===== src/hw/adc_cal_pkg.sv =====
// Constants, types and timing shared by both ends of the converter control link
package adc_cal_pkg;
    localparam int unsigned CLK_HZ          = 25_000_000;
    localparam int unsigned SELF_CAL_MS     = 200;
    localparam int unsigned SYS_CAL_MS      = 100;
    localparam int unsigned SELF_CAL_CYCLES = SELF_CAL_MS * (CLK_HZ / 1000);
    localparam int unsigned SYS_CAL_CYCLES  = SYS_CAL_MS * (CLK_HZ / 1000);
    localparam int unsigned FILTER_LATENCY  = 5;
    localparam int unsigned CONV_PERIOD     = 500_000;
    localparam int unsigned CNT_W           = 20;
    localparam int unsigned DATA_W          = 24;
    localparam int unsigned PORT_N          = 3;

    localparam logic [1:0] SCAN_MODE_ONE  = 2'h0;
    localparam logic [1:0] CMD_POWER      = 2'h1;
    localparam logic [1:0] CMD_CAL        = 2'h2;
    localparam logic [1:0] CMD_CONVERT    = 2'h3;
    localparam logic [1:0] TRIM_SELF      = 2'h0;
    localparam logic [1:0] TRIM_SYS_OFS   = 2'h1;
    localparam logic [1:0] TRIM_SYS_GAIN  = 2'h2;

    localparam logic [23:0] POS_FULL  = 24'h7F_FFFF;
    localparam logic [23:0] NEG_FULL  = 24'h80_0000;
    localparam logic [23:0] COEF_RST  = 24'h00_0000;

    // Register indices of the host controller's APB slave
    localparam logic [7:0] R_CTRL    = 8'h00;
    localparam logic [7:0] R_CMD     = 8'h04;
    localparam logic [7:0] R_STATUS  = 8'h08;
    localparam logic [7:0] R_COEF    = 8'h0C;
    localparam logic [7:0] R_RESULT  = 8'h10;
    localparam logic [7:0] R_PORTS   = 8'h14;
    localparam logic [7:0] R_WCOEF   = 8'h18;

    typedef enum logic [2:0] {
        ST_STANDBY  = 3'b000,
        ST_CONVERT  = 3'b001,
        ST_CAL_OFS  = 3'b010,
        ST_CAL_GAIN = 3'b011,
        ST_SYS_CAL  = 3'b100
    } dev_state_t;
endpackage : adc_cal_pkg


===== src/hw/adc_ctrl_if.sv =====
// Interface joining the converter control logic and its host controller
`timescale 1ns/100ps
`default_nettype none
interface adc_ctrl_if;
    logic [7:0]  cfg_ctrl_one;
    logic [7:0]  cfg_ctrl_two;
    logic [7:0]  cfg_ctrl_three;
    logic [7:0]  cfg_ports;
    logic [7:0]  cfg_scan;
    logic        cfg_wr;
    logic        cmd_valid;
    logic [1:0]  cmd_mode;
    logic        coef_wr;
    logic [1:0]  coef_sel;
    logic [23:0] coef_wdata;
    logic [23:0] coef_rdata;
    logic [23:0] result;
    logic        data_ready_n;
    logic        digital_overrange_flag;
    logic        analog_overrange_flag;
    logic        busy;
    logic [2:0]  port_in;
    modport dev (input cfg_ctrl_one, cfg_ctrl_two, cfg_ctrl_three, cfg_ports, cfg_scan, cfg_wr,
                 cmd_valid, cmd_mode, coef_wr, coef_sel, coef_wdata,
                 output coef_rdata, result, data_ready_n, digital_overrange_flag,
                 analog_overrange_flag, busy, port_in);
    modport host (output cfg_ctrl_one, cfg_ctrl_two, cfg_ctrl_three, cfg_ports, cfg_scan, cfg_wr,
                  cmd_valid, cmd_mode, coef_wr, coef_sel, coef_wdata,
                  input coef_rdata, result, data_ready_n, digital_overrange_flag,
                  analog_overrange_flag, busy, port_in);
endinterface : adc_ctrl_if
`default_nettype wire


===== src/hw/adc_cal_device.sv =====
// Converter control end: calibration, coefficient copies, ports, sync and overrange
// What this block does
// - Host coefficient copies loaded at conversion start
// - Calibration updates internal coefficients only
// - Readback select picks internal or host copy
// - Bypass bits 0 and 2 gate coefficients 0 and 2; bits 1 and 3 unused
// - Self calibration valid only in scan mode 00
// - Self calibration: offset then full scale
// - Self calibration single cycle at 50 sps
// - Trim type 00, mode 10, within 200 ms
// - Self calibration excludes the gain amplifier
// - System calibration in mode one, selected channel
// - System offset: trim 01, mode 10, 100 ms
// - System gain: trim 10, mode 10, 100 ms
// - Three ports, enable/direction, value for ports 0 and 1 only (port 2 drives 0), inputs at reset
// - Host sets up ports and bits for sync
// - Count mismatch over one restarts the conversion
// - No valid result during filter refill
// - Pulses ignored before first ready fall
// - Filter overflow saturates result, sets digital flag
// - Analog flag set after result update
// - Within reference clears both flags
// - Control write during conversion aborts to standby
// - Mode 11 converts, mode 01 power request
`timescale 1ns/100ps
`default_nettype none
module adc_cal_device #(
    parameter int unsigned SELF_CYCLES = adc_cal_pkg::SELF_CAL_CYCLES,
    parameter int unsigned SYS_CYCLES  = adc_cal_pkg::SYS_CAL_CYCLES,
    parameter int unsigned CONV_CYCLES = adc_cal_pkg::CONV_PERIOD
) (
    input  wire logic        CLK,
    input  wire logic        ARST_N,
    adc_ctrl_if.dev          link,
    input  wire logic [23:0] SAMPLE_VALUE,
    input  wire logic        SAMPLE_OVF_POS,
    input  wire logic        SAMPLE_OVF_NEG,
    input  wire logic        SAMPLE_ANALOG_OVR,
    input  wire logic [2:0]  PORT_IN,
    input  wire logic        ALIGN_PULSE,
    output logic [2:0]       PORT_OUT,
    output logic [2:0]       PORT_OE,
    output logic [1:0]       CAL_INPUT_SEL,
    output logic             PGA_IN_PATH,
    output logic [7:0]       CAL_CHANNEL,
    output logic [1:0]       POWER_REQUEST
);
    typedef logic [23:0] coef_t;

    adc_cal_pkg::dev_state_t state_q;
    adc_cal_pkg::dev_state_t state_d;
    coef_t       host_coef_q [4];
    coef_t       int_coef_q  [4];
    logic [31:0] timer_q;
    logic [23:0] result_q;
    logic        rdy_n_q;
    logic        dor_q;
    logic        aor_q;
    logic        aor_pend_q;
    logic [3:0]  latency_q;
    logic        pulse_prev_q;
    logic [23:0] coef_rd_q;
    logic [2:0]  port_out_q;
    logic [2:0]  port_oe_q;
    logic [2:0]  port_in_q;
    logic [1:0]  cal_sel_q;
    logic        pga_q;
    logic [7:0]  chan_q;
    logic [1:0]  pwr_q;
    logic        sync_restart;

    wire [1:0] trim_type  = link.cfg_ctrl_one[7:6];
    wire [1:0] scan_mode  = link.cfg_scan[1:0];
    wire       readback   = link.cfg_ctrl_three[4];
    wire [3:0] bypass     = link.cfg_ctrl_three[3:0];
    wire       sync_mode  = link.cfg_ctrl_three[5];
    wire       ext_tb     = link.cfg_ctrl_two[7];
    wire       cmd_conv   = link.cmd_valid && link.cmd_mode == adc_cal_pkg::CMD_CONVERT;
    wire       cmd_cal    = link.cmd_valid && link.cmd_mode == adc_cal_pkg::CMD_CAL;
    wire       cmd_pwr    = link.cmd_valid && link.cmd_mode == adc_cal_pkg::CMD_POWER;
    wire       mode_one   = scan_mode == adc_cal_pkg::SCAN_MODE_ONE;
    wire       cal_ok     = cmd_cal && mode_one;
    wire       idle       = state_q == adc_cal_pkg::ST_STANDBY;
    wire       timer_done = timer_q == 32'h0000_0000;
    wire       conv_done  = state_q == adc_cal_pkg::ST_CONVERT && timer_done;
    wire       sync_en    = sync_mode && ext_tb && !link.cfg_ports[7] && !link.cfg_ports[6];
    wire       pulse_rise = ALIGN_PULSE && !pulse_prev_q;
    wire       filling    = latency_q != 4'h0;
    // Every reported result counts as a data-ready edge for sync
    wire       ready_fall = conv_done && !filling;
    wire [23:0] corrected = SAMPLE_VALUE
                          - (bypass[0] ? 24'h00_0000 : int_coef_q[0])
                          - (bypass[2] ? 24'h00_0000 : int_coef_q[2]);

    // Next state of the sequencer
    always_comb begin
        state_d = state_q;
        unique case (state_q)
            adc_cal_pkg::ST_STANDBY: begin
                if (cmd_conv) begin
                    state_d = adc_cal_pkg::ST_CONVERT;
                end else if (cal_ok && trim_type == adc_cal_pkg::TRIM_SELF) begin
                    state_d = adc_cal_pkg::ST_CAL_OFS;
                end else if (cal_ok && (trim_type == adc_cal_pkg::TRIM_SYS_OFS
                                     || trim_type == adc_cal_pkg::TRIM_SYS_GAIN)) begin
                    state_d = adc_cal_pkg::ST_SYS_CAL;
                end
            end
            adc_cal_pkg::ST_CONVERT: begin
                if (link.cfg_wr) state_d = adc_cal_pkg::ST_STANDBY;
            end
            adc_cal_pkg::ST_CAL_OFS: begin
                if (timer_done) state_d = adc_cal_pkg::ST_CAL_GAIN;
            end
            adc_cal_pkg::ST_CAL_GAIN,
            adc_cal_pkg::ST_SYS_CAL: begin
                if (timer_done) state_d = adc_cal_pkg::ST_STANDBY;
            end
            default: state_d = adc_cal_pkg::ST_STANDBY;
        endcase
    end

    always_ff @(posedge CLK or negedge ARST_N) begin
        if (!ARST_N) begin
            state_q <= adc_cal_pkg::ST_STANDBY;
            timer_q <= 32'h0000_0000;
        end else begin
            state_q <= state_d;
            if (state_d != state_q || (conv_done && state_d == state_q) || sync_restart) begin
                unique case (state_d)
                    adc_cal_pkg::ST_CONVERT:  timer_q <= CONV_CYCLES - 1;
                    adc_cal_pkg::ST_CAL_OFS,
                    adc_cal_pkg::ST_CAL_GAIN: timer_q <= SELF_CYCLES / 2 - 1;
                    adc_cal_pkg::ST_SYS_CAL:  timer_q <= SYS_CYCLES - 1;
                    default:                  timer_q <= 32'h0000_0000;
                endcase
            end else if (!timer_done) begin
                timer_q <= timer_q - 32'h0000_0001;
            end
        end
    end

    // Coefficient storage, one generate entry per coefficient
    for (genvar i = 0; i < 4; i++) begin : g_coef
        always_ff @(posedge CLK or negedge ARST_N) begin
            if (!ARST_N) begin
                host_coef_q[i] <= adc_cal_pkg::COEF_RST;
                int_coef_q[i]  <= adc_cal_pkg::COEF_RST;
            end else begin
                if (link.coef_wr && link.coef_sel == 2'(i)) begin
                    host_coef_q[i] <= link.coef_wdata;
                end
                if (idle && state_d == adc_cal_pkg::ST_CONVERT) begin
                    int_coef_q[i] <= host_coef_q[i];
                end else if (timer_done && ((i == 0 && state_q == adc_cal_pkg::ST_CAL_OFS)
                        || (i == 1 && state_q == adc_cal_pkg::ST_CAL_GAIN)
                        || (i == 2 && state_q == adc_cal_pkg::ST_SYS_CAL && cal_sel_q == 2'h1)
                        || (i == 3 && state_q == adc_cal_pkg::ST_SYS_CAL && cal_sel_q == 2'h2))) begin
                    int_coef_q[i] <= SAMPLE_VALUE;
                end
            end
        end
    end

    sync_checker u_sync (
        .CLK        (CLK),
        .ARST_N     (ARST_N),
        .enable     (sync_en && state_q == adc_cal_pkg::ST_CONVERT),
        .ready_fall (ready_fall),
        .pulse_rise (pulse_rise),
        .restart    (sync_restart)
    );

    always_ff @(posedge CLK or negedge ARST_N) begin
        if (!ARST_N) begin
            result_q     <= 24'h00_0000;
            rdy_n_q      <= 1'b1;
            dor_q        <= 1'b0;
            aor_q        <= 1'b0;
            aor_pend_q   <= 1'b0;
            latency_q    <= 4'h0;
            pulse_prev_q <= 1'b0;
        end else begin
            pulse_prev_q <= ALIGN_PULSE;
            aor_q        <= aor_pend_q;
            if (sync_restart) begin
                latency_q <= 4'(adc_cal_pkg::FILTER_LATENCY);
                rdy_n_q   <= 1'b1;
            end else if (conv_done && filling) begin
                latency_q <= latency_q - 4'h1;
            end else if (conv_done) begin
                rdy_n_q    <= 1'b0;
                dor_q      <= SAMPLE_OVF_POS || SAMPLE_OVF_NEG;
                aor_pend_q <= SAMPLE_ANALOG_OVR || SAMPLE_OVF_POS || SAMPLE_OVF_NEG;
                if (SAMPLE_OVF_POS) begin
                    result_q <= adc_cal_pkg::POS_FULL;
                end else if (SAMPLE_OVF_NEG) begin
                    result_q <= adc_cal_pkg::NEG_FULL;
                end else begin
                    result_q <= corrected;
                end
            end else if (link.cmd_valid) begin
                rdy_n_q <= 1'b1;
            end
        end
    end

    always_ff @(posedge CLK or negedge ARST_N) begin
        if (!ARST_N) begin
            coef_rd_q  <= 24'h00_0000;
            port_out_q <= 3'h0;
            port_oe_q  <= 3'h0;
            port_in_q  <= 3'h0;
            cal_sel_q  <= 2'h0;
            pga_q      <= 1'b0;
            chan_q     <= 8'h00;
            pwr_q      <= 2'h0;
        end else begin
            coef_rd_q  <= readback ? host_coef_q[link.coef_sel] : int_coef_q[link.coef_sel];
            port_oe_q  <= link.cfg_ports[7:5] & link.cfg_ports[4:2];
            port_out_q <= {1'b0, link.cfg_ports[1:0]} & link.cfg_ports[4:2];
            port_in_q  <= PORT_IN;
            chan_q     <= link.cfg_scan[7:2] == 6'h00 ? 8'h00 : {2'h0, link.cfg_scan[7:2]};
            if (cmd_pwr) pwr_q <= link.cfg_ctrl_one[5:4];
            unique case (state_d)
                adc_cal_pkg::ST_CAL_OFS:  cal_sel_q <= 2'h1;
                adc_cal_pkg::ST_CAL_GAIN: cal_sel_q <= 2'h2;
                adc_cal_pkg::ST_SYS_CAL:  cal_sel_q <= trim_type == adc_cal_pkg::TRIM_SYS_OFS ? 2'h1 : 2'h2;
                default:                  cal_sel_q <= 2'h0;
            endcase
            pga_q <= state_d == adc_cal_pkg::ST_SYS_CAL || state_d == adc_cal_pkg::ST_CONVERT;
        end
    end

    assign link.coef_rdata             = coef_rd_q;
    assign link.result                 = result_q;
    assign link.data_ready_n           = rdy_n_q;
    assign link.digital_overrange_flag = dor_q;
    assign link.analog_overrange_flag  = aor_q;
    assign link.busy                   = !idle;
    assign link.port_in                = port_in_q;
    assign PORT_OUT      = port_out_q;
    assign PORT_OE       = port_oe_q;
    assign CAL_INPUT_SEL = cal_sel_q;
    assign PGA_IN_PATH   = pga_q;
    assign CAL_CHANNEL   = chan_q;
    assign POWER_REQUEST = pwr_q;
endmodule : adc_cal_device
`default_nettype wire


===== src/hw/sync_checker.sv =====
// Alignment pulse timing checker for external-timebase sync mode
`timescale 1ns/100ps
`default_nettype none
module sync_checker #(
    parameter int unsigned CW = adc_cal_pkg::CNT_W
) (
    input  wire logic CLK,
    input  wire logic ARST_N,
    input  wire logic enable,
    input  wire logic ready_fall,
    input  wire logic pulse_rise,
    output logic      restart
);
    logic          armed_q;
    logic          counting_q;
    logic          have_ref_q;
    logic [CW-1:0] count_q;
    logic [CW-1:0] ref_q;
    logic          restart_q;

    wire           sample   = enable && armed_q && counting_q && pulse_rise;
    wire [CW-1:0]  diff     = (count_q > ref_q) ? count_q - ref_q : ref_q - count_q;
    wire           mismatch = sample && have_ref_q && (diff > CW'(1));
    wire           sat      = &count_q;

    always_ff @(posedge CLK or negedge ARST_N) begin
        if (!ARST_N) begin
            armed_q    <= 1'b0;
            counting_q <= 1'b0;
            have_ref_q <= 1'b0;
            count_q    <= '0;
            ref_q      <= '0;
            restart_q  <= 1'b0;
        end else if (!enable) begin
            armed_q    <= 1'b0;
            counting_q <= 1'b0;
            have_ref_q <= 1'b0;
            restart_q  <= 1'b0;
        end else begin
            restart_q <= mismatch;
            if (ready_fall) begin
                armed_q    <= 1'b1;
                counting_q <= 1'b1;
                count_q    <= '0;
            end else if (sample) begin
                counting_q <= 1'b0;
            end else if (counting_q && !sat) begin
                count_q <= count_q + CW'(1);
            end
            if (sample && !have_ref_q) begin
                ref_q      <= count_q;
                have_ref_q <= 1'b1;
            end
        end
    end

    assign restart = restart_q;
endmodule : sync_checker
`default_nettype wire


===== src/flat_wrapper.sv =====
// flat-port wrapper written by rule: the top's interface ports become plain ports
module adc_cal_device_flat 
#(
    parameter int unsigned SELF_CYCLES = adc_cal_pkg::SELF_CAL_CYCLES,
    parameter int unsigned SYS_CYCLES  = adc_cal_pkg::SYS_CAL_CYCLES,
    parameter int unsigned CONV_CYCLES = adc_cal_pkg::CONV_PERIOD
)
  (CLK, ARST_N, SAMPLE_VALUE, SAMPLE_OVF_POS, SAMPLE_OVF_NEG, SAMPLE_ANALOG_OVR, PORT_IN, ALIGN_PULSE, PORT_OUT, PORT_OE, CAL_INPUT_SEL, PGA_IN_PATH, CAL_CHANNEL, POWER_REQUEST, link_cfg_ctrl_one, link_cfg_ctrl_two, link_cfg_ctrl_three, link_cfg_ports, link_cfg_scan, link_cfg_wr, link_cmd_valid, link_cmd_mode, link_coef_wr, link_coef_sel, link_coef_wdata, link_coef_rdata, link_result, link_data_ready_n, link_digital_overrange_flag, link_analog_overrange_flag, link_busy, link_port_in);
  adc_ctrl_if link_i ();
  input  wire logic CLK;
  input  wire logic ARST_N;
  input  wire logic [23:0] SAMPLE_VALUE;
  input  wire logic SAMPLE_OVF_POS;
  input  wire logic SAMPLE_OVF_NEG;
  input  wire logic SAMPLE_ANALOG_OVR;
  input  wire logic [2:0] PORT_IN;
  input  wire logic ALIGN_PULSE;
  output logic [2:0] PORT_OUT;
  output logic [2:0] PORT_OE;
  output logic [1:0] CAL_INPUT_SEL;
  output logic PGA_IN_PATH;
  output logic [7:0] CAL_CHANNEL;
  output logic [1:0] POWER_REQUEST;
  input wire logic [$bits(link_i.cfg_ctrl_one)-1:0] link_cfg_ctrl_one;
  input wire logic [$bits(link_i.cfg_ctrl_two)-1:0] link_cfg_ctrl_two;
  input wire logic [$bits(link_i.cfg_ctrl_three)-1:0] link_cfg_ctrl_three;
  input wire logic [$bits(link_i.cfg_ports)-1:0] link_cfg_ports;
  input wire logic [$bits(link_i.cfg_scan)-1:0] link_cfg_scan;
  input wire logic [$bits(link_i.cfg_wr)-1:0] link_cfg_wr;
  input wire logic [$bits(link_i.cmd_valid)-1:0] link_cmd_valid;
  input wire logic [$bits(link_i.cmd_mode)-1:0] link_cmd_mode;
  input wire logic [$bits(link_i.coef_wr)-1:0] link_coef_wr;
  input wire logic [$bits(link_i.coef_sel)-1:0] link_coef_sel;
  input wire logic [$bits(link_i.coef_wdata)-1:0] link_coef_wdata;
  output wire logic [$bits(link_i.coef_rdata)-1:0] link_coef_rdata;
  output wire logic [$bits(link_i.result)-1:0] link_result;
  output wire logic [$bits(link_i.data_ready_n)-1:0] link_data_ready_n;
  output wire logic [$bits(link_i.digital_overrange_flag)-1:0] link_digital_overrange_flag;
  output wire logic [$bits(link_i.analog_overrange_flag)-1:0] link_analog_overrange_flag;
  output wire logic [$bits(link_i.busy)-1:0] link_busy;
  output wire logic [$bits(link_i.port_in)-1:0] link_port_in;
  assign link_i.cfg_ctrl_one = link_cfg_ctrl_one;
  assign link_i.cfg_ctrl_two = link_cfg_ctrl_two;
  assign link_i.cfg_ctrl_three = link_cfg_ctrl_three;
  assign link_i.cfg_ports = link_cfg_ports;
  assign link_i.cfg_scan = link_cfg_scan;
  assign link_i.cfg_wr = link_cfg_wr;
  assign link_i.cmd_valid = link_cmd_valid;
  assign link_i.cmd_mode = link_cmd_mode;
  assign link_i.coef_wr = link_coef_wr;
  assign link_i.coef_sel = link_coef_sel;
  assign link_i.coef_wdata = link_coef_wdata;
  assign link_coef_rdata = link_i.coef_rdata;
  assign link_result = link_i.result;
  assign link_data_ready_n = link_i.data_ready_n;
  assign link_digital_overrange_flag = link_i.digital_overrange_flag;
  assign link_analog_overrange_flag = link_i.analog_overrange_flag;
  assign link_busy = link_i.busy;
  assign link_port_in = link_i.port_in;
  adc_cal_device #(.SELF_CYCLES(SELF_CYCLES), .SYS_CYCLES(SYS_CYCLES), .CONV_CYCLES(CONV_CYCLES)) u_core (.CLK(CLK), .ARST_N(ARST_N), .link(link_i), .SAMPLE_VALUE(SAMPLE_VALUE), .SAMPLE_OVF_POS(SAMPLE_OVF_POS), .SAMPLE_OVF_NEG(SAMPLE_OVF_NEG), .SAMPLE_ANALOG_OVR(SAMPLE_ANALOG_OVR), .PORT_IN(PORT_IN), .ALIGN_PULSE(ALIGN_PULSE), .PORT_OUT(PORT_OUT), .PORT_OE(PORT_OE), .CAL_INPUT_SEL(CAL_INPUT_SEL), .PGA_IN_PATH(PGA_IN_PATH), .CAL_CHANNEL(CAL_CHANNEL), .POWER_REQUEST(POWER_REQUEST));
endmodule

===== config.mk =====
export PLATFORM = sky130hd
export DESIGN_NAME = adc_cal_device_flat
export DESIGN_NICKNAME = d
export VERILOG_FILES = /design/src/hw/adc_cal_pkg.sv /design/src/hw/adc_ctrl_if.sv /design/src/hw/adc_cal_device.sv /design/src/hw/sync_checker.sv /design/src/flat_wrapper.sv
export SDC_FILE = /design/constraint.sdc
export NUM_CORES = 1
export LEC_CHECK = 0
export ABC_AREA = 1
export BUFFER_PORTS_ARGS = -buffer_cell sky130_fd_sc_hd__clkbuf_2
export CAP_MARGIN = 30
export CELL_PAD_IN_SITES_DETAIL_PLACEMENT = 1
export CELL_PAD_IN_SITES_GLOBAL_PLACEMENT = 1
export CORE_ASPECT_RATIO = 0.75
export CORE_MARGIN = 10
export CORE_UTILIZATION = 26
export DETAILED_ROUTE_END_ITERATION = 6
export GPL_TIMING_DRIVEN = 0
export PLACE_DENSITY_LB_ADDON = 0.1
export SLEW_MARGIN = 20
export SYNTH_ARGS = -nofsm -noshare
export SYNTH_HDL_FRONTEND = slang
export SYNTH_SLANG_ARGS = --single-unit

===== constraint.sdc =====
create_clock -name CLK -period 3.15 [get_ports CLK]
set_input_delay 0.1575 -clock CLK [delete_from_list [all_inputs] [get_ports CLK]]
set_output_delay 0.1575 -clock CLK [all_outputs]
set_load 0.01 [all_outputs]

### Word level (Yosys, flattened, before mapping)

Cells that the tools add are included.

| operators by class | value |
|---|---|
| bitwise gates (word level) | 5 |
| $add $sub $neg | 7 |
| multiplexer cells | 50 |
| $lt $le $gt $ge | 3 |
| equal/unequal tests | 26 |
| reductions and logical operators | 68 |

Operator list:

| kind | number |
|---|---|
| $mux 24 | 17 |
| $bmux 24 s2 | 2 |
| $mux 20 | 4 |
| $mux 32 | 2 |
| $sub 24x24->24 | 2 |
| $pmux 22 s2 | 1 |
| $sub 20x20->20 | 2 |
| $logic_and 1x1->1 | 33 |
| $logic_not 32->1 | 1 |
| $sub 32x1->32 const B | 1 |
| $add 20x1->20 const B | 1 |
| $gt 20x1->1 const B | 1 |
| $gt 20x20->1 | 1 |
| $reduce_and 20->1 | 1 |
| $mux 3 | 6 |
| $eq 2x2->1 const B | 6 |
| $eq 3x2->1 const B | 4 |
| $mux 1 | 12 |
| $pmux 3 s4 | 1 |
| $reduce_bool 2->1 | 6 |
| $eq 2x1->1 const B | 4 |
| $mux 4 | 2 |
| $logic_not 1->1 | 7 |
| $logic_or 1x1->1 | 7 |
| 25 further kinds | 35 |

| word-level totals | value |
|---|---|
| bits in registers | 350 |
| output and inout bits | 74 |

### Logic depth before layout (Yosys ltp)

| logic depth | value |
|---|---|
| depth after elaboration | 13 |
| depth in mapped cells | 20 |

### Hierarchy

A second synthesis with hierarchy kept.

| second synthesis, totals | value |
|---|---|
| cells, all modules | 2,744 |
| area total of the unflattened synthesis | 20,996.4 um^2 |

By module, submodules not included:

| module | area each (um^2) | seq. area each (um^2) | instances | cells each |
|---|---|---|---|---|
| adc_cal_device | 16,283.1 | 7,583.5 | 1 | 1,951 |
| sync_checker | 4,713.3 | 1,101.1 | 1 | 793 |

### Worst setup path before layout

OpenSTA, ideal clock, no wires.

| path | value |
|---|---|
| path kind | input -> register |
| start | input port link_cfg_ctrl_three[0] |
| end | register u_core.result_q[8] (netlist: u_core.link.result[8]) |
| setup slack | 0.186 ns |
| data required time | 3.028 ns |
| setup time | 0.122 ns |
| stages on the path | 17 |
| buffers on the path | 1 |
| arrival time | 2.842 ns |
| cell sequence | inv_1 clkbuf_1 nand2_1 fa_1 inv_1 ha_1 nor2_1 fa_1 inv_1 nand2_1 nand2_1 a21oi_1 o21ai_0 a31oi_1 or2_2 nand3_1 a2bb2oi_1 |

| between the ends | value |
|---|---|
| cells in the longest elaborated chain, start to end | 5 |

RTL lines:

| element | RTL line | RTL |
|---|---|---|
| from (decl) | flat_wrapper.sv:26 | `input wire logic [$bits(link_i.cfg_ctrl_three)-1:0] link_cfg_ctrl_three;` |
| $mux 24 | adc_cal_device.sv:92 | `- (bypass[0] ? 24'h00_0000 : int_coef_q[0])` |
| $sub 24x24->24 | adc_cal_device.sv:92 |  |
| $sub 24x24->24 | adc_cal_device.sv:93 | `- (bypass[2] ? 24'h00_0000 : int_coef_q[2]);` |
| $mux 24 | adc_cal_device.sv:197 | `end else if (SAMPLE_OVF_NEG) begin` |
| $mux 24 | adc_cal_device.sv:195 | `if (SAMPLE_OVF_POS) begin` |
| to (signal assigned) | adc_cal_device.sv:196 | `result_q <= adc_cal_pkg::POS_FULL;` |
| to (signal assigned) | adc_cal_device.sv:198 | `result_q <= adc_cal_pkg::NEG_FULL;` |
| to (signal assigned) | adc_cal_device.sv:200 | `result_q <= corrected;` |
| to (decl) | adc_cal_device.sv:55 | `logic [23:0] result_q;` |

Every way passes these cells.
A chain may end at the register's enable or synchronous reset.

### Final worst setup path

| path | value |
|---|---|
| start | register u_core.int_coef_q[72] in the netlist's numbering |
| end | register u_core.result_q[8] (netlist: u_core.link.result[8]) |

| between the ends | value |
|---|---|
| cells in the longest elaborated chain, start to end | 5 |

RTL lines:

| element | RTL line | RTL |
|---|---|---|
| from (decl) | adc_cal_device.sv:53 | `coef_t int_coef_q [4];` |
| from (signal, indexed assignment) | adc_cal_device.sv:148 | `int_coef_q[i] <= adc_cal_pkg::COEF_RST;` |
| from (signal, indexed assignment) | adc_cal_device.sv:154 | `int_coef_q[i] <= host_coef_q[i];` |
| $mux 24 | adc_cal_device.sv:92 |  |
| $sub 24x24->24 | adc_cal_device.sv:92 |  |
| $sub 24x24->24 | adc_cal_device.sv:93 |  |
| $mux 24 | adc_cal_device.sv:197 |  |
| $mux 24 | adc_cal_device.sv:195 |  |

Every way passes these cells.

==> summary.md <==
| Metric | Value |
|---|---|
| # fillers | `9475` |
| Cts bufs inserted | `43` |
| Die area | `91200 um2` |
| Fraction of layout cells with a size suffix above 1 | `14.0%` |
| Cell with the most instances after synthesis | `nand2_1` |
| Area occupied by multi-input gates | `10400 um2` |
| Cell internal pwr | `11.2 mW` |
| Synth cell count leaders | `802 x nand2_1, 346 x dfrtp_1, 299 x inv_1, 181 x o21ai_0, 121 x nor2_1` |
| Io pins | `178` |
| Post-detail-place hpwl | `71400 um` |
| H-tree depth reported by CTS | `2` |
| Total power | `19.1 mW` |
| Fmax | `0.333 GHz` |
| Final clock skew | `0.0193 ns` |
| Die width | `345 um` |
| Number of synthesis warnings | `0` |
| Initial drt markers | `1298` |
| Worst Path Arrival | `3.48 ns` |
| Hold Crit Class | `input pin to flop` |
| # DRC | `0` |
| GPL Wtd Cong | `0.906` |
| Max Cap Viol | `0` |
| Total track usage | `18.9%` |
| Initial Util | `26.2%` |
| Tmin final | `3.00 ns` |
| Top cells by area, synth | `dfrtp_1 42%, nand2_1 15%, inv_1 5.4%, o21ai_0 4.4%, ha_1 4.2%` |
| Clock Latency Late Sink | `0.61 ns` |
| Reg power frac | `33.5%` |
| DR vias/cell | `4.89` |
| Vias in the first global route | `19900` |
| Routed WL per cell | `22.5 um` |
| Global-route wire length before repair | `133000 um` |
| Worst Setup End Kind | `flop` |
| Switching share of total power | `41.4%` |
| Largest net degree at the start of global routing | `68` |
| # nets final | `3079` |
| Synthesized cell area | `20700 um2` |
| Pre-CTS setup slack | `-0.964 ns` |
| Combinational share of power | `38.3%` |
| Number of I/O port buffers | `152` |
| FFs w/ async S/R, synth | `100%` |
| Status | `completed` |
| Post-synthesis area per instance | `7.91 um2` |
| Startpoint types | `flop` |
| Dominant synthesized flop cell | `dfrtp_1` |
| Core area | `78700 um2` |
| Cell Area, Placed | `22900 um2` |
| WS Path Type | `flop to flop` |
| Crit Path Max Fanout | `4` |
| Grt ovf | `0` |
| Drt first pass iters | `7` |
| Final hold vios | `0` |
| Setup WS post-layout | `0.150 ns` |
| Clk sinks | `347` |
| Die height | `264 um` |
| Final Cycle Share | `95.2%` |
| Clock power frac | `28.2%` |
| Clock-pin slew of the registers on the worst-case setup and hold paths | `0.06 ns` |
| CTS tree | `built` |
| Biggest area consumer among synthesized cells | `dfrtp_1` |
| Seq/Total Area, Yosys | `42.0%` |
| Seq cells post-synth | `347` |
| Synth cell types | `61` |
| Num rows | `89` |
| Post-route cell area | `25200 um2` |
| Via Count | `19400` |
| Clk buf depth | `3` |
| Max-Slew Margin vs Limit | `37.7%` |
| CP required | `3.63 ns` |
| RSZ-0062 raised after global routing | `yes` |
| Setup violators final | `0` |
| Reg area | `8690 um2` |
| Clk root buf | `clkbuf_16` |
| Cells after Synth | `2611` |
| Power density cells | `761 nW/um2` |
| Net Switching | `7.93 mW` |
| Slew Viols, Final | `0` |
| Post-route ant nets | `0` |
| Least-Margin Pin Slew | `0.928 ns` |
| Top-area cell type share of the netlist area | `41.9%` |
| Initial antenna violation count | `7` |
| Inserted Diodes | `0` |
| P&R area growth vs syn | `21.8%` |
| Routed WL | `89000 um` |
| Leakage | `11.8 nW` |
| Max VDD drop | `0.369 mV` |
| Post-synth EDFFs | `0` |
-- area by class of cell --
cell class | count | share of cell area (%)
Tap cell | 1046 | 5.20
Clock buffer | 64 | 4.87
Sequential cell | 347 | 34.5
Clock inverter | 15 | 1.08
Timing Repair Buffer | 224 | 6.16
Buffer | 113 | 2.24
Multi-Input combinational cell | 1838 | 41.2
Inverter | 313 | 4.69
-- flip-flops by register name (all words and copies together) (netlist names), 2 cells and up --
| name | count |
|---|---|
| u_core.host_coef_q | 96 |
| u_core.int_coef_q | 96 |
| u_core.timer_q | 32 |
| u_core.link.coef_rdata | 24 |
| u_core.link.result | 24 |
| u_core.u_sync.count_q | 20 |
| u_core.u_sync.ref_q | 20 |
| u_core.CAL_CHANNEL | 6 |
| u_core.latency_q | 4 |
| u_core.PORT_OE | 3 |
| u_core.link.port_in | 3 |
| u_core.state_q | 3 |
| u_core.CAL_INPUT_SEL | 2 |
| u_core.PORT_OUT | 2 |
| u_core.POWER_REQUEST | 2 |
-- timing repair --
| item | 4_1_cts | 5_1_grt |
|---|---|---|
| endpoints found under the hold margin | 253 | 0 |
| setup buffers | 1 | 6 |
| pin swaps | 1 | 3 |
| setup endpoints to repair | 11 | 47 |
| hold buffers | 58 | 0 |
| gates resized for setup | 12 | 37 |
-- layer usage --
layer / share of wire, % / vias up / wire [um] / global-route usage, %
li1: - / 9122 / - / -
met1: 53 / 9659 / 47200 / 29.5
met5: 0.048 / - / 43 / 0
met2: 38 / 482 / 33800 / 25.2
met4: 1.2 / 8 / 1090 / 2.99
met3: 7.6 / 87 / 6780 / 5.32
-- per-stage QoR --
stage	TNS (ns)	instances	utilization, %	hold slack (ns)
2_1_floorplan	0	2613	-	-0.138
3_3_place_gp	-2209.70	3811	28.9	0.256
3_5_place_dp	-10.39	3816	29.1	0.171
4_1_cts	-0.0376	3954	31.7	0.000164
5_1_grt	-0.305	3960	31.9	0.0305
6_report	0	3960	31.9	0.0263
-- cell usage in the layout (no fill, tap or decap), types with 25 or more instances in the layout --
cell           Yosys  layout
clkbuf_16          0      43
inv_1            299     296
nor2_1           121     119
dfrtp_1          346     345
clkbuf_1          80      88
a21oi_1           96      93
nand2_1          802     796
nor3_1            42      39
fa_1              25      25
o21ai_0          181     178
clkbuf_2           2     157
o211ai_1          50      50
o221ai_1          30      30
xor2_1            35      35
dlygate4sd3_1      0      58
ha_1              70      62
nand4_1           40      40
nand3_1           97      97
-- power groups by stage --
stage | clock, mW | sequential (mW) | combinational (mW)
after floorplan | 0 | 6.09 | 4.70
after CTS | 5.54 | 6.38 | 7.20
final | 5.40 | 6.41 | 7.33
after detailed placement | 0 | 6.45 | 7.05
after global routing | 5.75 | 6.51 | 8.16
after global placement | 0 | 6.43 | 6.90
-- worst paths after layout --
check	startpoint	end	slack [ns]	cells after the start
worst min-delay path	SAMPLE_VALUE[9]	u_core.int_coef_q[81]	0.03	3
worst min register to register	u_core.aor_pend_q	u_core.link.analog_overrange_flag	0.38	0
max in group asynchronous	ARST_N	u_core.host_coef_q[34]	1.58	5
worst max-delay path	u_core.int_coef_q[72]	u_core.link.result[8]	0.15	16
worst max register to register	u_core.int_coef_q[72]	u_core.link.result[8]	0.15	16
min in group asynchronous	ARST_N	u_core.PORT_OE[1]	0.09	2
-- worst max-delay path, stage by stage, from the launching register on --
cell and delay, ns:
dfrtp_1 0.39, nand2_1 0.12, fa_1 0.46, inv_1 0.08, ha_1 0.18, nor2_4 0.06, fa_1 0.36, inv_1 0.09
nand2_1 0.05, nand2_1 0.11, a21oi_2 0.08, o21ai_2 0.20, buf_4 0.16, a31oi_1 0.09, or2_2 0.28, nand3_1 0.07
a2bb2oi_1 0.08
-- cell families after synthesis --
kind of cell,Yosys count,synth area share (%)
AND/OR/NAND/NOR,1185,24.9
AO/OA/AOI/OAI,503,15.8
buffers and inverters,428,8.41
flip-flops,347,42.0
adder cells (fa/ha/maj),95,6.66
XOR/XNOR,50,2.12
multiplexers,2,0.109
other,1,0.0182
(Power assumes the default switching activity.)
